### src/hdl/smf_pkg.sv
/*
 * constants, config carrier and state type for the four-select serial master.
 * assumes one system clock; all config comes from same-clock logic.
 */
// Contract
// RULE1: each character shifts in and out together, 1 to 32 bits long.
// RULE2: master only; the block generates the serial clock itself.
// RULE3: four chip-select outputs, exactly one asserted at a time; the code asserts none while idle.
// RULE4: no dma request path; characters move through cpu-fed ports only.
// RULE5: a frame holds 1 to 4096 characters.
// RULE6: optional pulse on every character completion, none when disabled.
// RULE7: extra 0 to 3 serial clock cycles between select and first edge.
// RULE8: each chip select has its own programmable active level.
// RULE9: per select, polarity and phase choose transfer modes 0 to 3.
// RULE10: mode 0 samples on rising edge, changes output after falling edge.
// RULE11: mode 1 drives output after rising edge, samples on falling edge.
// RULE12: mode 3 drives output after falling edge, samples on rising edge.
// RULE13: serial clock from divider, period never below four system clocks.
// RULE14: loopback feeds transmitted stream back into the receive path.
// RULE15: select held across whole frame, released after last clock edge.
package smf_pkg;
	localparam int          CHAR_W      = 32;
	localparam int          LEN_W       = 5;
	localparam int          FRAME_W     = 12;
	localparam int          CS_N        = 4;
	localparam int          CS_SEL_W    = 2;
	localparam int          DLY_W       = 2;
	localparam int          DIV_W       = 16;
	localparam int          FIFO_DEPTH  = 32;
	localparam int          MIN_PER_SYS = 4;
	localparam logic [DIV_W-1:0] MIN_HALF = DIV_W'(MIN_PER_SYS / 2);
	localparam logic [2:0]  LEAD_BASE   = 3'h1;
	localparam logic [2:0]  TAIL_HALF   = 3'h1;

	typedef struct packed {
		logic [LEN_W-1:0]   len_m1;
		logic [FRAME_W-1:0] frame_m1;
		logic [DIV_W-1:0]   half_div;
		logic [CS_SEL_W-1:0] cs_sel;
		logic [CS_N-1:0]    cs_pol;
		logic [CS_N-1:0]    cpol;
		logic [CS_N-1:0]    cpha;
		logic [DLY_W-1:0]   cs_delay;
		logic               loopback;
		logic               char_irq_en;
	} smf_cfg_t;

	typedef enum logic [2:0] {
		ST_IDLE,
		ST_LEAD,
		ST_LOAD,
		ST_SHIFT,
		ST_TAIL
	} smf_state_t;
endpackage : smf_pkg

### src/hdl/smf_fifo.sv
/*
 * synchronous fifo with valid/ready on both sides.
 * assumes a single clock; ready on the write side is registered.
 */
`timescale 1ns/100ps
module smf_fifo #(
	parameter int W = 32,
	parameter int D = 32
) (
	input  wire logic         clk_in,
	input  wire logic         rst_in,
	input  wire logic         wr_valid_in,
	input  wire logic [W-1:0] wr_data_in,
	output logic              wr_ready_out,
	output logic              rd_valid_out,
	output logic [W-1:0]      rd_data_out,
	input  wire logic         rd_ready_in
);
	localparam int AW = $clog2(D);
	localparam int CW = $clog2(D + 1);
	logic [W-1:0]  mem [D];
	logic [AW-1:0] wp, rp, next_wp, next_rp;
	logic [CW-1:0] cnt, next_cnt;
	logic          space, next_space;
	logic          do_wr, do_rd;

	always_comb begin
		do_wr     = wr_valid_in && space;
		do_rd     = rd_ready_in && (cnt != '0);
		next_wp   = do_wr ? ((wp == AW'(D - 1)) ? '0 : wp + 1'b1) : wp;
		next_rp   = do_rd ? ((rp == AW'(D - 1)) ? '0 : rp + 1'b1) : rp;
		next_cnt  = cnt + CW'(do_wr) - CW'(do_rd);
		next_space = (next_cnt != CW'(D));
	end

	always_ff @(posedge clk_in or posedge rst_in) begin
		if (rst_in) begin
			wp   <= '0;
			rp   <= '0;
			cnt  <= '0;
			space <= 1'b1;
		end else begin
			wp   <= next_wp;
			rp   <= next_rp;
			cnt  <= next_cnt;
			space <= next_space;
		end
	end

	always_ff @(posedge clk_in) begin
		if (do_wr) begin
			mem[wp] <= wr_data_in;
		end
	end

	assign wr_ready_out = space;
	assign rd_valid_out = (cnt != '0);
	assign rd_data_out  = mem[rp];
endmodule : smf_fifo

### src/hdl/smf_spi_master.sv
/*
 * four-select serial master: divider, frame sequencer, shifter, tx fifo.
 * assumes config and tx stream come from same-clock cpu logic; miso is a pin.
 */
`timescale 1ns/100ps
module smf_spi_master #(
	parameter int FIFO_D = smf_pkg::FIFO_DEPTH
) (
	input  wire logic                          clk_in,
	input  wire logic                          rst_in,
	input  wire smf_pkg::smf_cfg_t             cfg_in,
	input  wire logic                          start_in,
	input  wire logic                          tx_valid_in,
	input  wire logic [smf_pkg::CHAR_W-1:0]    tx_data_in,
	output logic                               tx_ready_out,
	output logic                               rx_valid_out,
	output logic [smf_pkg::CHAR_W-1:0]         rx_data_out,
	output logic                               char_irq_out,
	output logic                               frame_done_out,
	output logic                               busy_out,
	output logic                               sclk_out,
	output logic                               mosi_out,
	input  wire logic                          miso_in,
	output logic [smf_pkg::CS_N-1:0]           slave_select_n_out
);
	import smf_pkg::*;

	smf_state_t        state, next_state;
	smf_cfg_t          cfg, next_cfg;
	logic [DIV_W-1:0]  div_cnt, next_div_cnt, half;
	logic [2:0]        lead_cnt, next_lead_cnt;
	logic [LEN_W:0]    edge_cnt, next_edge_cnt;
	logic [FRAME_W-1:0] chars_left, next_chars_left;
	logic [CHAR_W-1:0] tx_sreg, next_tx_sreg, rx_sreg, next_rx_sreg;
	logic [CHAR_W-1:0] rx_data, next_rx_data;
	logic              sclk, next_sclk, mosi, next_mosi;
	logic              cs_on, next_cs_on;
	logic              rx_valid, next_rx_valid, irq, next_irq;
	logic              fdone, next_fdone, busy, next_busy;
	logic [CS_N-1:0]   cs_pins, next_cs_pins;
	logic              miso_s1, miso_s2;
	logic              tick, sel_cpol, sel_cpha, in_bit, lead_edge, last_edge;
	logic              fifo_valid, fifo_pop, tx_ready;
	logic [CHAR_W-1:0] fifo_data;

	// tx words come only from the cpu-side stream port
	smf_fifo #(.W(CHAR_W), .D(FIFO_D)) u_tx_fifo ( // RULE4
		.clk_in       (clk_in),
		.rst_in       (rst_in),
		.wr_valid_in  (tx_valid_in),
		.wr_data_in   (tx_data_in),
		.wr_ready_out (tx_ready),
		.rd_valid_out (fifo_valid),
		.rd_data_out  (fifo_data),
		.rd_ready_in  (fifo_pop)
	);

	// pin synchroniser
	always_ff @(posedge clk_in or posedge rst_in) begin
		if (rst_in) begin
			miso_s1 <= 1'b0;
			miso_s2 <= 1'b0;
		end else begin
			miso_s1 <= miso_in;
			miso_s2 <= miso_s1;
		end
	end

	always_comb begin
		// clamp half period so the full period is at least four clocks
		half      = (cfg.half_div < MIN_HALF) ? MIN_HALF : cfg.half_div; // RULE13
		tick      = (div_cnt == '0);
		sel_cpol  = cfg.cpol[cfg.cs_sel]; // RULE9
		sel_cpha  = cfg.cpha[cfg.cs_sel]; // RULE9
		in_bit    = cfg.loopback ? mosi : miso_s2; // RULE14
		lead_edge = !edge_cnt[0];
		last_edge = (edge_cnt == {cfg.len_m1, 1'b1}); // RULE1

		next_state      = state;
		next_cfg        = cfg;
		next_div_cnt    = (div_cnt == '0) ? half - 1'b1 : div_cnt - 1'b1;
		next_lead_cnt   = lead_cnt;
		next_edge_cnt   = edge_cnt;
		next_chars_left = chars_left;
		next_tx_sreg    = tx_sreg;
		next_rx_sreg    = rx_sreg;
		next_rx_data    = rx_data;
		next_sclk       = sclk;
		next_mosi       = mosi;
		next_cs_on      = cs_on;
		next_rx_valid   = 1'b0;
		next_irq        = 1'b0;
		next_fdone      = 1'b0;
		next_busy       = busy;
		fifo_pop        = 1'b0;

		case (state)
			ST_IDLE: begin
				next_cfg     = cfg_in;
				next_sclk    = cfg_in.cpol[cfg_in.cs_sel];
				next_div_cnt = '0;
				if (start_in) begin
					next_busy       = 1'b1;
					next_cs_on      = 1'b1; // RULE3
					next_chars_left = cfg_in.frame_m1; // RULE5
					// half period base plus whole extra cycles
					next_lead_cnt   = LEAD_BASE + {cfg_in.cs_delay, 1'b0}; // RULE7
					next_div_cnt    = (cfg_in.half_div < MIN_HALF) ?
						MIN_HALF - 1'b1 : cfg_in.half_div - 1'b1;
					next_state      = ST_LEAD;
				end
			end
			ST_LEAD: begin
				if (tick) begin
					next_lead_cnt = lead_cnt - 1'b1;
					if (lead_cnt == 3'h1) begin
						next_state = ST_LOAD;
					end
				end
			end
			ST_LOAD: begin
				next_div_cnt = half - 1'b1;
				if (fifo_valid) begin
					fifo_pop      = 1'b1;
					next_edge_cnt = '0;
					next_rx_sreg  = '0;
					next_tx_sreg  = fifo_data;
					if (!sel_cpha) begin
						// phase 0 presents the first bit before the first edge
						next_mosi    = fifo_data[cfg.len_m1]; // RULE10
						next_tx_sreg = fifo_data << 1;
					end
					next_state = ST_SHIFT;
				end
			end
			ST_SHIFT: begin
				if (tick) begin
					next_sclk     = sel_cpol ^ lead_edge; // RULE2 RULE9
					next_edge_cnt = edge_cnt + 1'b1;
					if (lead_edge ^ sel_cpha) begin
						// sampling edge
						next_rx_sreg = {rx_sreg[CHAR_W-2:0], in_bit}; // RULE1 RULE10 RULE11 RULE12
					end else if (!last_edge) begin
						// driving edge
						next_mosi    = tx_sreg[cfg.len_m1]; // RULE10 RULE11 RULE12
						next_tx_sreg = tx_sreg << 1;
					end
					if (last_edge) begin
						next_rx_valid = 1'b1;
						next_rx_data  = sel_cpha ? {rx_sreg[CHAR_W-2:0], in_bit} : rx_sreg;
						next_irq      = cfg.char_irq_en; // RULE6
						if (chars_left == '0) begin
							next_lead_cnt = TAIL_HALF;
							next_state    = ST_TAIL;
						end else begin
							// select stays asserted between characters
							next_chars_left = chars_left - 1'b1; // RULE15
							next_state      = ST_LOAD;
						end
					end
				end
			end
			ST_TAIL: begin
				if (tick) begin
					next_lead_cnt = lead_cnt - 1'b1;
					if (lead_cnt == 3'h1) begin
						next_cs_on = 1'b0; // RULE15
						next_fdone = 1'b1;
						next_busy  = 1'b0;
						next_state = ST_IDLE;
					end
				end
			end
			default: begin
				next_state = ST_IDLE;
				next_cs_on = 1'b0;
				next_busy  = 1'b0;
			end
		endcase
	end

	// per-select pin level from its programmed polarity
	for (genvar i = 0; i < CS_N; i++) begin : g_cs
		always_comb begin
			if (next_cs_on && (next_cfg.cs_sel == CS_SEL_W'(i))) begin
				next_cs_pins[i] = next_cfg.cs_pol[i]; // RULE3 RULE8
			end else begin
				next_cs_pins[i] = !next_cfg.cs_pol[i]; // RULE8
			end
		end
	end

	always_ff @(posedge clk_in or posedge rst_in) begin
		if (rst_in) begin
			state      <= ST_IDLE;
			cfg        <= '0;
			div_cnt    <= '0;
			lead_cnt   <= '0;
			edge_cnt   <= '0;
			chars_left <= '0;
			tx_sreg    <= '0;
			rx_sreg    <= '0;
			rx_data    <= '0;
			sclk       <= 1'b0;
			mosi       <= 1'b0;
			cs_on      <= 1'b0;
			rx_valid   <= 1'b0;
			irq        <= 1'b0;
			fdone      <= 1'b0;
			busy       <= 1'b0;
			cs_pins    <= '1;
		end else begin
			state      <= next_state;
			cfg        <= next_cfg;
			div_cnt    <= next_div_cnt;
			lead_cnt   <= next_lead_cnt;
			edge_cnt   <= next_edge_cnt;
			chars_left <= next_chars_left;
			tx_sreg    <= next_tx_sreg;
			rx_sreg    <= next_rx_sreg;
			rx_data    <= next_rx_data;
			sclk       <= next_sclk;
			mosi       <= next_mosi;
			cs_on      <= next_cs_on;
			rx_valid   <= next_rx_valid;
			irq        <= next_irq;
			fdone      <= next_fdone;
			busy       <= next_busy;
			cs_pins    <= next_cs_pins;
		end
	end

	assign tx_ready_out       = tx_ready;
	assign rx_valid_out       = rx_valid;
	assign rx_data_out        = rx_data;
	assign char_irq_out       = irq;
	assign frame_done_out     = fdone;
	assign busy_out           = busy;
	assign sclk_out           = sclk;
	assign mosi_out           = mosi;
	assign slave_select_n_out = cs_pins;
endmodule : smf_spi_master

### config.mk
export PLATFORM = sky130hd
export DESIGN_NAME = smf_spi_master
export DESIGN_NICKNAME = d
export VERILOG_FILES = /design/src/hdl/smf_pkg.sv /design/src/hdl/smf_fifo.sv /design/src/hdl/smf_spi_master.sv
export SDC_FILE = /design/constraint.sdc
export NUM_CORES = 2
export LEC_CHECK = 0
export CAP_MARGIN = 20
export CORE_MARGIN = 3
export CORE_UTILIZATION = 58
export CTS_BUF_LIST = sky130_fd_sc_hd__clkbuf_16
export DETAILED_ROUTE_END_ITERATION = 7
export DONT_BUFFER_PORTS = 1
export MAX_ROUTING_LAYER = met4
export PLACE_DENSITY = 0.73
export SYNTH_ARGS = -nofsm -noshare
export SYNTH_HDL_FRONTEND = slang
export SYNTH_SLANG_ARGS = --single-unit
### constraint.sdc
create_clock -name clk_in -period 11.7 [get_ports clk_in]
set_clock_uncertainty 0.15 [all_clocks]
set_input_delay 1.755 -clock clk_in [delete_from_list [all_inputs] [get_ports clk_in]]
set_output_delay 1.755 -clock clk_in [all_outputs]
set_load 0.02 [all_outputs]
-- Word level (Yosys, flattened, before mapping)
Memory sizes are Yosys's and may differ from the RTL's.
Cells that the tools add are included.
- bits in registers: 205
- bits in latches: 0
- memory bits (writable): 1024
- memory bits (read-only): 0
- output and inout port bits: 43
- memories: 1
- add/subtract/negate cells: 11
- multipliers: 0
- div/mod/pow operators: 0
- $lt $le $gt $ge: 5
- equal/unequal tests: 27
- shift operators: 0
- mux-type cells: 87
- bitwise logic cells: 3
- reductions and logical operators: 31
- memories (memory ; words ; bits a word ; rd ports ; clocked after memory_dff ; wr ports ; RTL line ; text):
    u_tx_fifo.mem ; 32 ; 32 ; 1 ; 0 ; 1 ; smf_fifo.sv:21 ; logic [W-1:0] mem [D];
- operator list (operator ; count):
    2-to-1 mux 32 bit ; 9
    one-hot mux 32 bit (2 select lines) ; 2
    2-to-1 mux 16 bit ; 4
    2-to-1 mux 12 bit ; 4
    subtractor 16 x 1 -> 16 bit (second input constant) ; 3
    2-to-1 mux 3 bit ; 14
    2-to-1 mux 1 bit ; 35
    less-than comparator 16 x 2 -> 1 bit (second input constant) ; 2
    one-hot mux 16 bit (2 select lines) ; 1
    != test 2 bit (second input constant) ; 14
    one-hot mux 12 bit (2 select lines) ; 1
    2-to-1 mux 18 bit ; 1
    zero test 16 bit ; 1
    one-hot mux 3 bit (5 select lines) ; 1
    zero test 12 bit ; 1
    2-to-1 mux 6 bit ; 2
    one-hot mux 6 bit (2 select lines) ; 1
    AND reduction 6 bit ; 2
    subtractor 12 x 1 -> 12 bit (second input constant) ; 1
    adder 5 x 1 -> 5 bit (second input constant) ; 2
    binary-select mux 1 bit (select 5 bit) ; 2
    equality test 5 bit (second input constant) ; 2
    2-to-1 mux 5 bit ; 2
    AND reduction 5 bit ; 2
    other kinds (34) ; 55

-- Logic depth before layout (Yosys ltp)
- depth in word-level cells: 6
- depth in mapped cells: 18

-- Cells and area by module
Synthesis repeated with hierarchy kept, for this count alone.
- cells, all modules: 2887
- area total of the unflattened synthesis: 49859.1 µm²
- modules (own cells, without submodules) (module ; times used ; cells each ; area an instance (µm²) ; sequential area each (µm²)):
    smf_fifo ; 1 ; 1817 ; 39823.2 ; 31176.2
    smf_spi_master ; 1 ; 1070 ; 10035.9 ; 4659.5

-- Least setup slack after synthesis
Ideal clock, no wire load.
- path type: input port to flip-flop
- from: input port tx_valid_in
- to: memory u_tx_fifo.mem[15][0] (enable)
- library setup time: 0.421 ns
- arrival: 3.567 ns
- setup slack: 7.562 ns
- stages: 4
- buffers on the path: 0
- cell sequence: nand2_1 -> clkinv_1 -> nand2_1 -> nor2_1
- longest elaborated chain between the ends: 3
- ends and longest elaborated chain (item ; RTL line ; text):
    from (decl) ; smf_spi_master.sv:13 ; input wire logic tx_valid_in,
    logical AND 1 bit ; smf_fifo.sv:28 ; do_wr = wr_valid_in && space;
    via u_tx_fifo.do_wr ; smf_fifo.sv:25 ; logic do_wr, do_rd;
    2-to-1 mux 1 bit ; smf_fifo.sv:51 ; if (do_wr) begin
    2-to-1 mux 1 bit (implied by the code) ; smf_fifo.sv:52 ; mem[wp] <= wr_data_in;
    to (decl) ; smf_fifo.sv:21 ;
The timed path passes the listed nets, and every way through them passes these cells.

-- Worst setup path in the final report
- from: register u_tx_fifo.rp[1]
- to: register mosi (netlist: mosi_out)
- longest elaborated chain between the ends: 6
- ends and longest elaborated chain (item ; RTL line ; text):
    from (decl) ; smf_fifo.sv:22 ; logic [AW-1:0] wp, rp, next_wp, next_rp;
    from (signal assigned) ; smf_fifo.sv:44 ; rp <= next_rp;
    memory read (32 x 32 bit) ; n/a ;
    binary-select mux 1 bit (select 5 bit) ; smf_spi_master.sv:130 ; next_mosi = fifo_data[cfg.len_m1];
    2-to-1 mux 1 bit (implied by the code) ; smf_spi_master.sv:130 ;
    2-to-1 mux 1 bit ; smf_spi_master.sv:128 ; if (!sel_cpha) begin
    2-to-1 mux 1 bit ; smf_spi_master.sv:123 ; if (fifo_valid) begin
    one-hot mux 1 bit (2 select lines) ; smf_spi_master.sv:97 ; case (state)
    to (signal assigned) ; smf_spi_master.sv:223 ; mosi <= next_mosi;
    to (decl) ; smf_spi_master.sv:36 ; logic sclk, next_sclk, mosi, next_mosi;
Every way passes these cells. The select of a mux whose other input is x is not followed.
A chain may end at the register's enable or synchronous reset.

==> flow_summary.toml <==
[timing]
max_freq_ghz = 0.215
rsz0062_at_grt = "false"
setup_viol = 0
worst_pin_slew_ps = 1030
hold_slack_ps = 201
drv_slew = 0
timing.final.crit_share_pct = 39.8
maxSlewHeadroom_pct = 31.3
fin_crit_ps = 4650
hold_viol = 0
fin_tns_setup_ps = 0
setup_ws_ps = 7050

[worst_setup_path]
critPathCaptureType = "register"
cp_data_required_time_ps = 12180
crit_type = "reg2reg"
start_kind = "register"
crit_arrival_ps = 5130
cp_max_fo = 60

[synthesis]
syn_area_um2 = 50200
synth_compound_area_share_pct = 5.66
synth_top_family_by_area = "multiplexers"
synth_top_cell_area_share_pct = 61.2
synth-seq-cells = 1227
syn-num-nets = 3133
postSynthCellCount = 3022
ys_seq_area_share_pct = 71.3
synth.area.top_cells = "edfxtp_1 61%, dfrtp_1 9.9%, mux4_2 9.1%"
synth-async-reset-ratio_pct = 16.5
synthSimpleGateAreaFrac_pct = 5.80
avgSynthCellArea_um2 = 16.6
synth_fa_ha_area_share_pct = 0.608
yosysTopAreaCell = "edfxtp_1"
synth_warnings = 0
synth-edff-count = 1024
synthFlopType = "edfxtp_1"
synth_xor_area_share_pct = 0.924
synth.distinct_cells = 72
synth_mux_area_share_pct = 13.6

[floorplanning]
coreArea_um2 = 85500
rows = 107
dieArea_um2 = 90200
die_w_um = 300
fp.dieH_um = 300
io_pins = 131
initial_core_util_pct = 58.7

[clock_tree]
cts_tree = "done"
numCtsBuffers = 116
clkTransAtPathRegs_ps = 60
cts_max_path_buffers = 3
postCtsHoldBufs = 0
clkSinkCount = 1227
clock-root-buffer = "clkbuf_16"
insertion_delay_ps = 730
postCtsSetupBuffers = 0
cts_resized = 0
h-tree-depth = 3

[power]
ir_drop_mv = 0.250
clock_power_share_pct = 27.4
switching_share_pct = 33.6
power_leakage_nw = 19.0
internal_power_mw = 8.96
p_per_area_nw_per_um2 = 244
combPwrFrac_pct = 31.4
seqPwrFrac_pct = 41.2
switchingPower_mw = 4.53

[finish]
fin_util_pct = 64.8
multiInputGateArea_um2 = 13700
mostFrequentLayoutCells = "1024 x edfxtp_1, 326 x nand2_1, 204 x mux4_2"
regArea_um2 = 35800
areaGrowthSynthToFinish_pct = 10.3
final_common_cell = "edfxtp_1"
nets = 3145
drive_gt1_share_pct = 16.7
fillers = 5688

[detailed_routing]
wl_per_cell_um = 29.5
ant_nets = 0
wl_um = 126000
drc_errors = 0
via_per_inst = 6.63
drt_iter0_drc = 3686
first_pass_iters = 8
vias = 28400

[placement]
port_buffers = 0
place_congestion = 0.890
dp_hpwl_um = 72000
pre_cts_slack_ps = 7070

[global_route]
gr-max-usage-layer = "met2"
gr-usage-met3_pct = 5.83
grt_pass1_wl_um = 186000
grt_pass1_vias = 28100
grt_use_met2_pct = 44.8
grt_usage_pct = 28.9
grt_max_degree = 137
grt_overflow = 0
grt_antenna_before_repair = 1
grt_util_met1_pct = 39.4

[run_status]
status = "completed"

[flow_run]
drv_cap = 0

[worst_hold_path]
hp-class = "reg2reg"
[cell families (layout without fill, tap and decap cells)]
group                    Yosys count  in the layout
flip-flops                      1227           1227
adder cells (fa/ha/maj)           24             24
XOR/XNOR                          53             53
multiplexers                     423            423
AND/OR/NAND/NOR                  648            648
buffers and inverters            208            321
other                              0              1
AO/OA/AOI/OAI                    439            439
[critical path, stage by stage, from the launching register on]
cell	delay (ps)
dfrtp_4	850
buf_4	800
buf_4	610
mux4_2	310
mux2i_1	90
a221oi_1	880
a22oi_1	220
o2111ai_1	160
nand4_1	140
o31ai_1	230
[path summary, 6_finish.rpt]
kind,startpoint,endpoint,slack (ps),cells after the start
setup / recovery,u_tx_fifo.rp[1]$_DFFE_PP0P_,mosi_out$_DFFE_PP0P_,7050,9
hold / removal,miso_s1$_DFF_PP0_,miso_s2$_DFF_PP0_,200,0
setup reg to reg,u_tx_fifo.rp[1]$_DFFE_PP0P_,mosi_out$_DFFE_PP0P_,7050,9
hold reg to reg,miso_s1$_DFF_PP0_,miso_s2$_DFF_PP0_,200,0
max in group asynchronous,rst_in,chars_left[2]$_DFFE_PP0P_,8990,2
min in group asynchronous,rst_in,rx_data_out[2]$_DFFE_PP0P_,980,1
[registers in the layout, summed over array words and instances (netlist names), 3 cells and up]
| register | cells |
|---|---|
| cfg | 37 |
| chars_left | 12 |
| div_cnt | 16 |
| edge_cnt | 6 |
| state | 3 |
| u_tx_fifo.rp | 5 |
| u_tx_fifo.mem | 1024 |
| u_tx_fifo.wp | 5 |
| tx_sreg | 32 |
| slave_select_n_out | 4 |
| rx_sreg | 32 |
| u_tx_fifo.cnt | 6 |
| rx_data_out | 32 |
| lead_cnt | 3 |
[synth_stat cells, drive strengths merged (5+ instances only)]
| library cell | number |
|---|---|
| nor2 | 129 |
| o221ai | 20 |
| xor2 | 26 |
| dfstp | 5 |
| dfrtp | 198 |
| a311oi | 6 |
| clkbuf | 98 |
| or3b | 8 |
| o22a | 9 |
| edfxtp | 1024 |
| nand2b | 6 |
| nor2b | 19 |
| ha | 22 |
| a32oi | 5 |
| nor3 | 33 |
| and3 | 12 |
| or2 | 6 |
| mux2i | 201 |
| inv | 35 |
| a211oi | 13 |
| buf | 72 |
| o31ai | 8 |
| nor4 | 15 |
| mux4 | 204 |
| xnor2 | 27 |
| nand3b | 12 |
| nand2 | 328 |
| mux2 | 18 |
| a21o | 7 |
| or3 | 16 |
| o211ai | 18 |
| a31oi | 7 |
| a22oi | 65 |
| nand3 | 26 |
| and2 | 5 |
| nand4 | 18 |
| o22ai | 33 |
| a22o | 6 |
| a21oi | 54 |
| a221oi | 11 |
| o21ai | 150 |
[power by group through the flow]
stage	registers (mW)	logic [mW]	clock network, mW
finish	5.56	4.24	3.70
global route	5.59	4.52	3.92
CTS	5.55	4.21	3.73
detailed placement	5.63	4.18	0
global placement	5.60	4.11	0
floorplan	5.44	3.17	0
[layout make-up]
| cell class | count | share of cell area, % |
|---|---|---|
| Antenna cell | 1 | 0.00452 |
| Sequential cell | 1227 | 64.7 |
| Multi-Input combinational cell | 1587 | 24.7 |
| Inverter | 38 | 0.271 |
| Clock buffer | 117 | 5.28 |
| Clock inverter | 102 | 1.56 |
| Tap cell | 1144 | 2.58 |
| Timing Repair Buffer | 64 | 0.912 |
[through the flow]
stage	power [mW]	cell area, um^2	cells
after floorplan	8.61	50200	3022
after global placement	9.72	51600	4060
after detailed placement	9.82	51600	4060
after CTS	13.5	55400	4279
after global routing	14.0	55400	4280
final	13.5	55400	4280
[layer usage]
| metal | share of wire, % | wire length (um) | vias to the layer above |
|---|---|---|---|
| met5 | 0 | 0 | - |
| met4 | 2.7 | 3390 | 0 |
| met3 | 10 | 13000 | 241 |
| met2 | 48 | 61000 | 1654 |
| met1 | 39 | 49000 | 14600 |
| li1 | - | - | 11900 |
Note: power is estimated with default switching activity, not from simulation.
